## config.mk

```make
export PLATFORM = sky130hd
export DESIGN_NAME = adcc_ctrl
export DESIGN_NICKNAME = d
export VERILOG_FILES = /design/src/adcc_pkg.sv /design/src/adcc_clkgen.sv /design/src/adcc_ctrl.sv
export VERILOG_INCLUDE_DIRS = /design/src
export SDC_FILE = /design/constraint.sdc
export NUM_CORES = 1
export LEC_CHECK = 0
export BUFFER_PORTS_ARGS = -buffer_cell sky130_fd_sc_hd__buf_2
export CELL_PAD_IN_SITES_DETAIL_PLACEMENT = 1
export CELL_PAD_IN_SITES_GLOBAL_PLACEMENT = 2
export CORE_UTILIZATION = 28
export CTS_CLUSTER_DIAMETER = 40
export CTS_CLUSTER_SIZE = 40
export DETAILED_ROUTE_END_ITERATION = 7
export GPL_ROUTABILITY_DRIVEN = 0
export PLACE_DENSITY_LB_ADDON = 0.3
export SETUP_SLACK_MARGIN = 0.02
export SLEW_MARGIN = 25
export SYNTH_ARGS = -nofsm -noshare
export SYNTH_HDL_FRONTEND = slang
export SYNTH_SLANG_ARGS = --single-unit
export TNS_END_PERCENT = 50
```

## constraint.sdc

```tcl
create_clock -name mclk_i -period 3.93 [get_ports mclk_i]
set_input_delay 0.786 -clock mclk_i [delete_from_list [all_inputs] [get_ports mclk_i]]
set_output_delay 0.786 -clock mclk_i [all_outputs]
set_load 0.01 [all_outputs]
```

## src/adcc_map.svh

```systemverilog
// Purpose: Constants for the converter control block
// Assumes: 10 MHz mclk_i, synchronous active-low reset
// Notes:   Functional notes follow
//
// Functional notes
// Sixteen pin inputs plus bandgap code
// Unimplemented codes sample low reference
// Reserved codes undefined; 11101 samples high reference
// Software enables bandgap buffer before bandgap
// Each pin input has own enable bit
// Four conversion clock sources selectable
// Alternate clock needs external clock mode
// Selected clock passes programmable divider
// Alternate clock usable in wait, not partial_power_down_mode
// Counter overflow starts conversion when enabled
// Counter clocked by 1 kHz or reference
// Only two pin enable registers exist
// Software sets both low-voltage bits first
// Ten-bit linear successive approximation
// Result right-justified, 10 or 8 bits
// Single and continuous modes, auto idle
// Compare less-than or greater-or-equal
// Sample time and speed configurable
// All-ones select powers converter off
// Control write aborts and restarts conversion
// Done flag cleared by write or read
// With compare, flag only if true
// Two-bit clock source field
`ifndef ADCC_MAP_SVH
`define ADCC_MAP_SVH
`define ADCC_SEL_W        5
`define ADCC_RES_W        10
`define ADCC_PIN_LAST     5'h0F
`define ADCC_VREFL_FIRST  5'h10
`define ADCC_VREFL_LAST   5'h15
`define ADCC_CODE_BANDGAP 5'h1B
`define ADCC_CODE_VREFH   5'h1D
`define ADCC_CODE_VREFL   5'h1E
`define ADCC_CODE_OFF     5'h1F
`define ADCC_CLK_BUS      2'h0
`define ADCC_CLK_BUS_DIV2 2'h1
`define ADCC_CLK_ALT      2'h2
`define ADCC_CLK_ASYNC    2'h3
`define ADCC_SHORT_SAMPLE 4'h3
`define ADCC_LONG_SAMPLE  4'hF
`define ADCC_SETTLE       2'h2
`endif

```

## src/adcc_pkg.sv

```systemverilog
// Purpose: Types for the converter control block
// Assumes: Constants come from adcc_map.svh
// Notes:   None
package adcc_pkg;
	typedef enum logic [2:0] {ADCC_OFF, ADCC_IDLE, ADCC_SAMPLE, ADCC_CONVERT, ADCC_DONE} adcc_state_t;
	typedef enum logic [2:0] {ADCC_IN_PIN, ADCC_IN_VREFL, ADCC_IN_VREFH, ADCC_IN_BANDGAP,
		ADCC_IN_RESERVED, ADCC_IN_NONE} adcc_input_t;
endpackage

```

## src/adcc_clkgen.sv

```systemverilog
// Purpose: Conversion clock enable from the chosen source and divider
// Assumes: Clock sources arrive as pins; they are synchronised here
// Notes:   Produces one-cycle tick per conversion clock edge
`timescale 1ns/100ps
`include "adcc_map.svh"
module adcc_clkgen
	import adcc_pkg::*;
(
	// Clock and reset
	input  wire logic       mclk_i,
	input  wire logic       reset_n_i,
	input  wire logic       ce_i,
	// Source selection
	input  wire logic [1:0] clk_src_i,
	input  wire logic [1:0] clock_divide_field_i,
	input  wire logic       async_clk_i,
	input  wire logic       alt_clk_i,
	input  wire logic       alt_ok_i,
	// Tick
	output logic            tick_o
);
	logic [1:0] async_sync_ff;
	logic [1:0] alt_sync_ff;
	logic       async_last_ff;
	logic       alt_last_ff;
	logic       half_ff;
	logic [2:0] div_cnt_ff;
	logic       src_tick;
	logic [2:0] div_last;

	always_ff @(posedge mclk_i) begin
		if (!reset_n_i) begin
			async_sync_ff <= 2'h0;
			alt_sync_ff   <= 2'h0;
			async_last_ff <= 1'b0;
			alt_last_ff   <= 1'b0;
		end else if (ce_i) begin
			async_sync_ff <= {async_sync_ff[0], async_clk_i};
			alt_sync_ff   <= {alt_sync_ff[0], alt_clk_i};
			async_last_ff <= async_sync_ff[1];
			alt_last_ff   <= alt_sync_ff[1];
		end
	end

	always_ff @(posedge mclk_i) begin
		if (!reset_n_i)
			half_ff <= 1'b0;
		else if (ce_i)
			half_ff <= ~half_ff;
	end

	// Source multiplexer
	always_comb begin
		case (clk_src_i)
			`ADCC_CLK_BUS:      src_tick = 1'b1;
			`ADCC_CLK_BUS_DIV2: src_tick = half_ff;
			`ADCC_CLK_ALT:      src_tick = alt_ok_i & alt_sync_ff[1] & ~alt_last_ff;
			default:            src_tick = async_sync_ff[1] & ~async_last_ff;
		endcase
	end

	// Divide by 1, 2, 4 or 8
	assign div_last = 3'((4'h1 << clock_divide_field_i) - 4'h1);

	always_ff @(posedge mclk_i) begin
		if (!reset_n_i)
			div_cnt_ff <= 3'h0;
		else if (ce_i && src_tick)
			div_cnt_ff <= (div_cnt_ff >= div_last) ? 3'h0 : div_cnt_ff + 3'h1;
	end

	assign tick_o = ce_i & src_tick & (div_cnt_ff >= div_last);
endmodule

```

## src/adcc_ctrl.sv

```systemverilog
// Purpose: Converter control: input decode, sequencing, compare, flag
// Assumes: Comparator output from analog side is synchronised here
// Notes:   Software bits are plain ports; writes and reads are strobes
`timescale 1ns/100ps
`include "adcc_map.svh"
module adcc_ctrl
	import adcc_pkg::*;
(
	// Clock and reset
	input  wire logic                    mclk_i,
	input  wire logic                    reset_n_i,
	input  wire logic                    ce_i,
	// Control strobes and fields
	input  wire logic                    ctrl_write_i,
	input  wire logic [`ADCC_SEL_W-1:0]  input_select_code_i,
	input  wire logic                    continuous_i,
	input  wire logic                    result_low_read_i,
	input  wire logic                    hw_trigger_enable_i,
	input  wire logic                    compare_function_enable_i,
	input  wire logic                    compare_greater_i,
	input  wire logic [`ADCC_RES_W-1:0]  compare_value_i,
	input  wire logic                    mode_8bit_i,
	input  wire logic                    long_sample_i,
	input  wire logic                    low_power_i,
	// Pin enables
	input  wire logic [7:0]              pin_enable_reg_low_i,
	input  wire logic [7:0]              pin_enable_reg_high_i,
	// Clocking
	input  wire logic [1:0]              clk_src_i,
	input  wire logic [1:0]              clock_divide_field_i,
	input  wire logic                    local_async_conv_clock_i,
	input  wire logic                    alternate_conv_clock_i,
	input  wire logic                    partial_power_down_mode_i,
	// Periodic trigger
	input  wire logic                    periodic_rate_src_ref_i,
	input  wire logic                    slow_clk_i,
	input  wire logic                    ext_reference_clock_i,
	input  wire logic [3:0]              periodic_rate_select_i,
	// Analog side
	input  wire logic                    comparator_i,
	output logic [`ADCC_SEL_W-1:0]       analog_mux_sel_o,
	output adcc_input_t                  input_kind_o,
	output logic [15:0]                  pin_analog_enable_bit_o,
	output logic                         converter_power_o,
	output logic                         sample_o,
	output logic [`ADCC_RES_W-1:0]       dac_code_o,
	// Status
	output logic [`ADCC_RES_W-1:0]       result_o,
	output logic                         conversion_done_flag_o,
	output logic                         busy_o
);
	adcc_state_t               state_ff;
	logic [1:0]                cmp_sync_ff;
	logic [3:0]                samp_cnt_ff;
	logic [3:0]                bit_ff;
	logic [`ADCC_RES_W-1:0]    sar_ff;
	logic [`ADCC_RES_W-1:0]    result_ff;
	logic                      done_ff;
	logic [1:0]                slow_sync_ff;
	logic [1:0]                ref_sync_ff;
	logic                      rate_last_ff;
	logic [15:0]               rate_cnt_ff;
	logic                      tick;
	logic                      rate_edge;
	logic                      hw_trig;
	logic                      disabled;
	logic                      start;
	logic                      cmp_true;
	logic [`ADCC_RES_W-1:0]    fmt;
	logic [1:0]                settle_ff;
	logic                      conv_step;

	function automatic adcc_input_t decode_kind(input logic [`ADCC_SEL_W-1:0] c);
		if (c <= `ADCC_PIN_LAST)
			decode_kind = ADCC_IN_PIN;
		else if ((c >= `ADCC_VREFL_FIRST && c <= `ADCC_VREFL_LAST) || c == `ADCC_CODE_VREFL)
			decode_kind = ADCC_IN_VREFL;
		else if (c == `ADCC_CODE_VREFH)
			decode_kind = ADCC_IN_VREFH;
		else if (c == `ADCC_CODE_BANDGAP)
			decode_kind = ADCC_IN_BANDGAP;
		else if (c == `ADCC_CODE_OFF)
			decode_kind = ADCC_IN_NONE;
		else
			decode_kind = ADCC_IN_RESERVED;
	endfunction

	// Sample length in conversion clock ticks
	function automatic logic [3:0] sample_len(input logic long_sel);
		sample_len = long_sel ? `ADCC_LONG_SAMPLE : `ADCC_SHORT_SAMPLE;
	endfunction

	adcc_clkgen u_clkgen (
		.mclk_i               (mclk_i),
		.reset_n_i            (reset_n_i),
		.ce_i                 (ce_i),
		.clk_src_i            (clk_src_i),
		.clock_divide_field_i (clock_divide_field_i),
		.async_clk_i          (local_async_conv_clock_i),
		.alt_clk_i            (alternate_conv_clock_i),
		.alt_ok_i             (~partial_power_down_mode_i),
		.tick_o               (tick)
	);

	assign disabled = (input_select_code_i == `ADCC_CODE_OFF);

	// Periodic counter; R11: reference unusable in partial_power_down_mode
	always_ff @(posedge mclk_i) begin
		if (!reset_n_i) begin
			slow_sync_ff <= 2'h0;
			ref_sync_ff  <= 2'h0;
			rate_last_ff <= 1'b0;
		end else if (ce_i) begin
			slow_sync_ff <= {slow_sync_ff[0], slow_clk_i};
			ref_sync_ff  <= {ref_sync_ff[0], ext_reference_clock_i};
			rate_last_ff <= periodic_rate_src_ref_i ? ref_sync_ff[1] : slow_sync_ff[1];
		end
	end

	assign rate_edge = (periodic_rate_src_ref_i ? (ref_sync_ff[1] & ~partial_power_down_mode_i)
		: slow_sync_ff[1]) & ~rate_last_ff;

	always_ff @(posedge mclk_i) begin
		if (!reset_n_i)
			rate_cnt_ff <= 16'h0000;
		else if (ce_i && rate_edge)
			rate_cnt_ff <= hw_trig ? 16'h0000 : rate_cnt_ff + 16'h0001;
	end

	assign hw_trig = rate_edge && (rate_cnt_ff >= 16'((17'h1 << periodic_rate_select_i) - 17'h1));

	assign start = (ctrl_write_i && !disabled) ||
		(hw_trigger_enable_i && hw_trig && !disabled && state_ff == ADCC_IDLE);

	// One bit decision; only once the new trial code has crossed the synchroniser
	assign conv_step = tick && !disabled && !start && state_ff == ADCC_CONVERT &&
		settle_ff == 2'h0;

	// Settling count: a trial code needs two edges to reach cmp_sync_ff[1]
	always_ff @(posedge mclk_i) begin
		if (!reset_n_i)
			settle_ff <= 2'h0;
		else if (ce_i) begin
			if (conv_step)
				settle_ff <= `ADCC_SETTLE;
			else if (settle_ff != 2'h0)
				settle_ff <= settle_ff - 2'h1;
		end
	end

	// Sequencer
	always_ff @(posedge mclk_i) begin
		if (!reset_n_i) begin
			state_ff    <= ADCC_OFF;
			samp_cnt_ff <= 4'h0;
			bit_ff      <= 4'h0;
			sar_ff      <= 10'h000;
			cmp_sync_ff <= 2'h0;
		end else if (ce_i) begin
			cmp_sync_ff <= {cmp_sync_ff[0], comparator_i};
			if (disabled)
				state_ff <= ADCC_OFF;
			else if (start) begin
				state_ff    <= ADCC_SAMPLE;
				samp_cnt_ff <= sample_len(long_sample_i);
				sar_ff      <= 10'h200;
				bit_ff      <= 4'h9;
			end else if (tick) begin
				case (state_ff)
					ADCC_SAMPLE: begin
						if (samp_cnt_ff == 4'h0)
							state_ff <= ADCC_CONVERT;
						else
							samp_cnt_ff <= samp_cnt_ff - 4'h1;
					end
					ADCC_CONVERT: begin
						if (settle_ff == 2'h0) begin
							sar_ff[bit_ff] <= cmp_sync_ff[1];
							if (bit_ff == 4'h0)
								state_ff <= ADCC_DONE;
							else begin
								sar_ff[bit_ff - 4'h1] <= 1'b1;
								bit_ff <= bit_ff - 4'h1;
							end
						end
					end
					ADCC_DONE: begin
						if (continuous_i) begin
							state_ff    <= ADCC_SAMPLE;
							samp_cnt_ff <= sample_len(long_sample_i);
							sar_ff      <= 10'h200;
							bit_ff      <= 4'h9;
						end else
							state_ff <= ADCC_IDLE;
					end
					ADCC_OFF: state_ff <= ADCC_IDLE;
					default:  state_ff <= state_ff;
				endcase
			end
		end
	end

	assign fmt = mode_8bit_i ? {2'h0, sar_ff[9:2]} : sar_ff;
	assign cmp_true = compare_greater_i ? (fmt >= compare_value_i) : (fmt < compare_value_i);

	// Result and done flag
	always_ff @(posedge mclk_i) begin
		if (!reset_n_i) begin
			result_ff <= 10'h000;
			done_ff   <= 1'b0;
		end else if (ce_i) begin
			if (state_ff == ADCC_DONE && tick && !start &&
				(!compare_function_enable_i || cmp_true)) begin
				result_ff <= fmt;
				done_ff   <= 1'b1;
			end else if (ctrl_write_i || result_low_read_i)
				done_ff <= 1'b0;
		end
	end

	// Pin enables: two registers only
	assign pin_analog_enable_bit_o = {pin_enable_reg_high_i, pin_enable_reg_low_i};
	assign analog_mux_sel_o        = input_select_code_i;
	assign input_kind_o            = decode_kind(input_select_code_i);
	assign converter_power_o       = !disabled && (state_ff != ADCC_IDLE || !low_power_i);
	assign sample_o                = (state_ff == ADCC_SAMPLE);
	assign dac_code_o              = sar_ff;
	assign result_o                = result_ff;
	assign conversion_done_flag_o  = done_ff;
	assign busy_o                  = (state_ff == ADCC_SAMPLE || state_ff == ADCC_CONVERT);
endmodule

```

==> Yosys cells after proc, flatten, opt, wreduce, memory -nomap -nowiden <==
Index checks and enable logic that the tools add are counted.
{ "word_totals": {"output_inout_bits": 48, "word_cells": 165, "regBits": 67} }
{ "classes": {"reduce_logical": 48, "muxes": 47, "n_shift": 2, "n_eq_ne": 18, "add_sub_neg": 7, "n_lt_le_gt_ge": 11, "bitwise": 14} }
{ "ops": {"columns": ["cell", "count"], "rows": [
  ["$mux 10", 6],
  ["$mux 4", 10],
  ["$mux 3", 11],
  ["$eq 5x5->1 const B", 4],
  ["$pmux 10 s2", 1],
  ["$logic_and 1x1->1", 18],
  ["$reduce_and 6->1", 3],
  ["$add 16x1->16 const B", 1],
  ["$ge 16x16->1", 1],
  ["$mux 16", 1],
  ["$pmux 4 s2", 2],
  ["$shl 1x4->16 const A", 1],
  ["$sub 16x1->16 const B", 1],
  ["$ne 3x3->1 const B", 4],
  ["$pmux 3 s4", 1],
  ["$bwmux 10", 1],
  ["$ge 10x10->1", 1],
  ["$lt 10x10->1", 1],
  ["$lt 4x5->1 const B", 2],
  ["$or 10x10->10", 1],
  ["$reduce_bool 3->1", 3],
  ["$demux 1 s4", 2],
  ["$ge 4x1->1 const B", 2],
  ["$logic_not 4->1", 2],
  ["30 further kinds", 67]
]} }

==> Depth between registers and ports, before layout <==
{ "logic_depth": {"depth_word": 15, "ltp_mapped": 20} }

==> By module <==
Synthesis repeated with hierarchy kept, for this count alone.
{ "hier_totals": {"hier_cells": 587, "hier_area_um2": 4773.3} }
{ "by_module_without_submodules": {"columns": ["mod", "area_each_um2", "cells_each", "seq_area_each_um2", "n_inst"], "rows": [
  ["adcc_ctrl", 4206.5, 532, 1141.1, 1],
  ["adcc_clkgen", 566.8, 55, 200.2, 1]
]} }

==> Least setup slack after synthesis <==
No wires, ideal clock.
{ "synth_timing": {"kind": "input-to-reg", "start": "input port periodic_rate_select_i[3]", "end": "register sar_ff[4], in the netlist dac_code_o[4]", "path_stages": 18, "path_buffers": 2, "setup_slack_ns": -0.232, "setup_time_ns": 0.070, "arrival_ns": 4.091, "path_cell_list": "clkbuf_1 > nor2_1 > nand3b_1 > ha_1 > or2_2 > o22a_1 > nor2_1 > a41oi_1 > ha_1 > nand2_1 > nor4_4 > o311ai_4 > a31oi_4 > o311ai_2 > a31o_1 > buf_6 > or3_1 > a21oi_1"} }
{ "synth_via": {"elab_chain_cells": 10, "elab_cells_between_ends": 14, "cone_classes": "add/sub: 1; order compare: 1; eq/ne: 2; shift: 1; mux: 1; reduce/logical: 8"} }
{ "synth_lines": {"columns": ["item", "line", "rtl"], "rows": [
  ["from (decl)", "adcc_ctrl.sv:38", "input wire logic [3:0] periodic_rate_select_i,"],
  ["$shl 1x4->16 (*)", "adcc_ctrl.sv:130", "assign hw_trig = rate_edge && (rate_cnt_ff >= 16'((17'h1 << periodic_rate_select_i) - 17'h1));"],
  ["$sub 16x1->16 (*)", "adcc_ctrl.sv:130", null],
  ["$ge 16x16->1 (*)", "adcc_ctrl.sv:130", null],
  ["$logic_and 1x1->1 (*)", "adcc_ctrl.sv:130", null],
  ["$logic_and 1x1->1 (*) (3 in series)", "adcc_ctrl.sv:133", "(hw_trigger_enable_i && hw_trig && !disabled && state_ff == ADCC_IDLE);"],
  ["$logic_or 1x1->1 (*)", "adcc_ctrl.sv:132", "assign start = (ctrl_write_i && !disabled) ||"],
  ["$ne 3x3->1 (no source line) (tied with other cells)", null, null],
  ["$reduce_and 6->1 (no source line)", null, null],
  ["to (signal, indexed assignment)", "adcc_ctrl.sv:178", "sar_ff[bit_ff] <= cmp_sync_ff[1];"],
  ["to (decl)", "adcc_ctrl.sv:56", "logic [`ADCC_RES_W-1:0] sar_ff;"]
]} }
Every way passes the cells marked *; elsewhere a longest branch is shown, timed or not.
A chain may end at the register's enable or synchronous reset.

==> Worst setup path after layout <==
{ "layout_timing": {"start": "input port periodic_rate_select_i[0]", "end": "register bit_ff[1]"} }
{ "layout_via": {"elab_chain_cells": 10, "elab_cells_between_ends": 15, "cone_classes": "add/sub: 1; order compare: 1; eq/ne: 3; shift: 1; mux: 1; reduce/logical: 8"} }
{ "layout_lines": {"columns": ["item", "line", "rtl"], "rows": [
  ["$shl 1x4->16 (*)", "adcc_ctrl.sv:130", null],
  ["$sub 16x1->16 (*)", "adcc_ctrl.sv:130", null],
  ["$ge 16x16->1 (*)", "adcc_ctrl.sv:130", null],
  ["$logic_and 1x1->1 (*)", "adcc_ctrl.sv:130", null],
  ["$logic_and 1x1->1 (*) (3 in series)", "adcc_ctrl.sv:133", null],
  ["$logic_or 1x1->1 (*)", "adcc_ctrl.sv:132", null],
  ["$ne 3x3->1 (no source line) (tied with other cells)", null, null],
  ["$reduce_and 7->1 (no source line)", null, null],
  ["to (signal assigned)", "adcc_ctrl.sv:183", "bit_ff <= bit_ff - 4'h1;"],
  ["to (decl)", "adcc_ctrl.sv:55", "logic [3:0] bit_ff;"]
]} }
Marks and branches as above.

==> metrics.txt <==
Area growth syn-to-layout=22.3%; placed cell areas=~5300 µm²; top cell type's share of synthesized area=0.290; die height=131 µm; Root Driver=clkbuf_16; WS Path Type=in2reg; Top Layer Used=met4; worst hold path class=reg2reg; initial antenna violation count=0; clock buffer depth=2; wire length per cell=between 15 and 20 µm; CTS sink cnt=67; met1 WL=6090 µm; Syn Inst Count=576; Seq/Total Area, Yosys=0.290; Async S/R FF share, synth=0; drc violations=0; via count=about 4400; post-route ant nets=0; post-synth top area cell=dfxtp_1; CP max FO=10; MaxCap Viol Count=0; Antenna Cells=0; Fin. Hold Viols=0; Layout Skew=between 0.005 and 0.006 ns; Pre-antenna DRT Iters=4; mapped cell area=4630 µm²; Initial Util=0.289; worst rel slew slack=0.551; Peak VDD IR=about 0.21 mV; row count=between 40 and 50; DRT iter0 DRCs=175; final layout net count=744; PortBufs=73; Post-synth EDFFs=0; Mapped Avg Cell Area=8.03 µm²; post-synth cell types=65; WP data required=4.20 ns; I/O pin count=~110; FMAX=around 260 MHz; Startpoint Class=primary input; H-tree depth=3; first-pass GRT wire length=roughly 22000 µm; layout cells sized above 1=0.239; fin crit share=0.964; Setup-failing EPs final=0; most frequent cells in the layout=buf_2 (73), dfxtp_1 (67), nor2_1 (63), nand2_1 (51), a21oi_1 (44); register bit total from synthesis=67; clock latency on the worst-skew pair=~0.34 ns; Final Max Tran Viols=0; Num CTS Buffers=9; Clock Pin Slew Worst Setup and Hold Paths=about 0.060 ns; ys flop type=dfxtp_1; Die X=between 100 and 150 µm; total global-route track usage=0.166; Via density=just over 5; power density cells=about 330 nW/µm²; kind of end point of the critical path=flop; final setup TNS=0 ns; met2 WL post-DR=slightly below 7000 µm; area taken by flip-flops and latches=about 1300 µm²; final instance area=~5700 µm²; most common cell after layout, fill and taps aside=buf_2; # hold bufs at CTS=0; die area=between 15000 and 20000 µm²; Detailed Place HPWL=~10000 µm; RSZ-0062 raised after global routing=true; min Tclk post-route=between 3 and 4 ns; # fillers=just under 2000; outcome=complete, no violations; Critical Path AT=about 4.1 ns; post-layout util=0.354; Pwr Total=1.85 mW; GRT Residual Overflow=0; number of setup buffers added after CTS=0; met3 wire length=roughly 380 µm; CTS tree=done; Ys Warns=0; Post-Syn Nets=~680; Min Hold Slack=0.477 ns; pin count of the biggest net entering global routing=37; multi-input combinational cell area=slightly above 3000 µm²; total core area=between 15000 and 20000 µm²; slew of the pin with the lowest slew margin=0.666 ns; number of global-route vias before repair=around 4400; Synth area leaders=dfxtp_1 (29%), ha_1 (11%), mux2i_1 (5.6%), nor2_1 (5.3%), a21oi_1 (5.0%); Leak=2.50 nW; drt total wl=roughly 14000 µm
-- repair_timing --
| action | 4_1_cts | 5_1_grt |
|---|---|---|
| hold endpoints to repair | 0 | 0 |
| setup endpoints to repair | 0 | 17 |
| gates resized for setup | 0 | 9 |
-- sequential cells by signal (all words and copies together) (netlist names) --
signal,flops
bit_ff,4
result_o,10
conversion_done_flag_o,1
ref_sync_ff,2
u_clkgen.async_last_ff,1
slow_sync_ff,2
rate_cnt_ff,16
u_clkgen.async_sync_ff,2
samp_cnt_ff,4
state_ff,3
u_clkgen.alt_last_ff,1
u_clkgen.alt_sync_ff,2
cmp_sync_ff,2
rate_last_ff,1
settle_ff,2
u_clkgen.div_cnt_ff,3
dac_code_o,10
u_clkgen.half_ff,1
-- per-stage QoR --
stage / worst slack, ns / cells
final: 0.140 / 865
after global placement: -0.217 / 850
after floorplan: -0.0146 / 576
after CTS: 0.0230 / 865
after detailed placement: -0.332 / 850
after global routing: -0.0387 / 865
-- area by class of cell --
cell class / count / area share
Timing Repair Buffer: 104 / 0.109
Inverter: 26 / 0.0172
Multi-Input combinational cell: 437 / 0.534
Clock buffer: 10 / 0.0422
Clock inverter: 5 / 0.0137
Sequential cell: 67 / 0.237
Tap cell: 216 / 0.0477
-- critical path: stages --
cell,delay (ns)
buf_2,0.10
or2_4,0.24
nand2b_4,0.16
ha_4,0.20
or2_4,0.25
o22a_1,0.17
nor2_1,0.09
a41oi_1,0.05
ha_1,0.31
nand2_2,0.07
nor4_4,0.24
o311ai_4,0.18
a31oi_4,0.25
o311ai_4,0.11
buf_6,0.16
o21bai_1,0.20
or3_1,0.34
a21oi_1,0.14
-- report_power, final --
group	leakage, nW	switching [mW]	internal [mW]
combinational	1.80	0.148	0.116
sequential	0.543	0.0155	0.696
clock	0.154	0.311	0.567
-- routing by layer --
layer,GRT usage,up-vias
met2,0.289,58
met1,0.203,2127
met3,0.0346,17
li1,-,2149
met5,0,-
met4,0.0534,0
-- synth_stat cells (2+ instances only) --
cell,count
a311o_1,2
nor2b_1,13
and4_1,2
a31oi_1,7
buf_4,22
nand2_1,55
ha_1,41
nand4_1,7
nor3b_1,2
o22a_1,2
dfxtp_1,67
o21ai_0,22
o22ai_1,3
o21bai_1,3
xor2_1,13
or2_2,6
a21oi_1,46
xnor2_1,3
clkbuf_1,20
inv_1,26
and3_1,11
nor2_1,65
mux2i_1,26
a221oi_1,6
nor3_1,11
mux2_2,7
or3_1,10
a311oi_1,2
o41ai_1,2
nand2b_1,7
buf_2,2
or4_1,3
nand3_1,16
o21a_1,4
nand3b_1,7
a21o_1,3
a211oi_1,4
-- kinds of logic (layout without fill, tap and decap cells) --
family,Yosys count,in the layout,share of synthesized area
buf+inv,72,145,0.0784
compound gates,125,125,0.181
other cells,1,1,0.000810
fa+ha+maj,41,41,0.111
xor+xnor,16,16,0.0303
simple gates,221,221,0.235
flops,67,67,0.290
mux,33,33,0.0733
-- final timing paths --
| kind | start | end | slack (ns) | cells past startpoint |
|---|---|---|---|---|
| max reg2reg | dac_code_o[3] | result_o[1] | 0.99 | 11 |
| min | conversion_done_flag_o | conversion_done_flag_o | 0.48 | 2 |
| max | periodic_rate_select_i[0] | bit_ff[1] | 0.14 | 18 |
| min reg2reg | conversion_done_flag_o | conversion_done_flag_o | 0.48 | 2 |
Power figures use the tool's default switching activity.
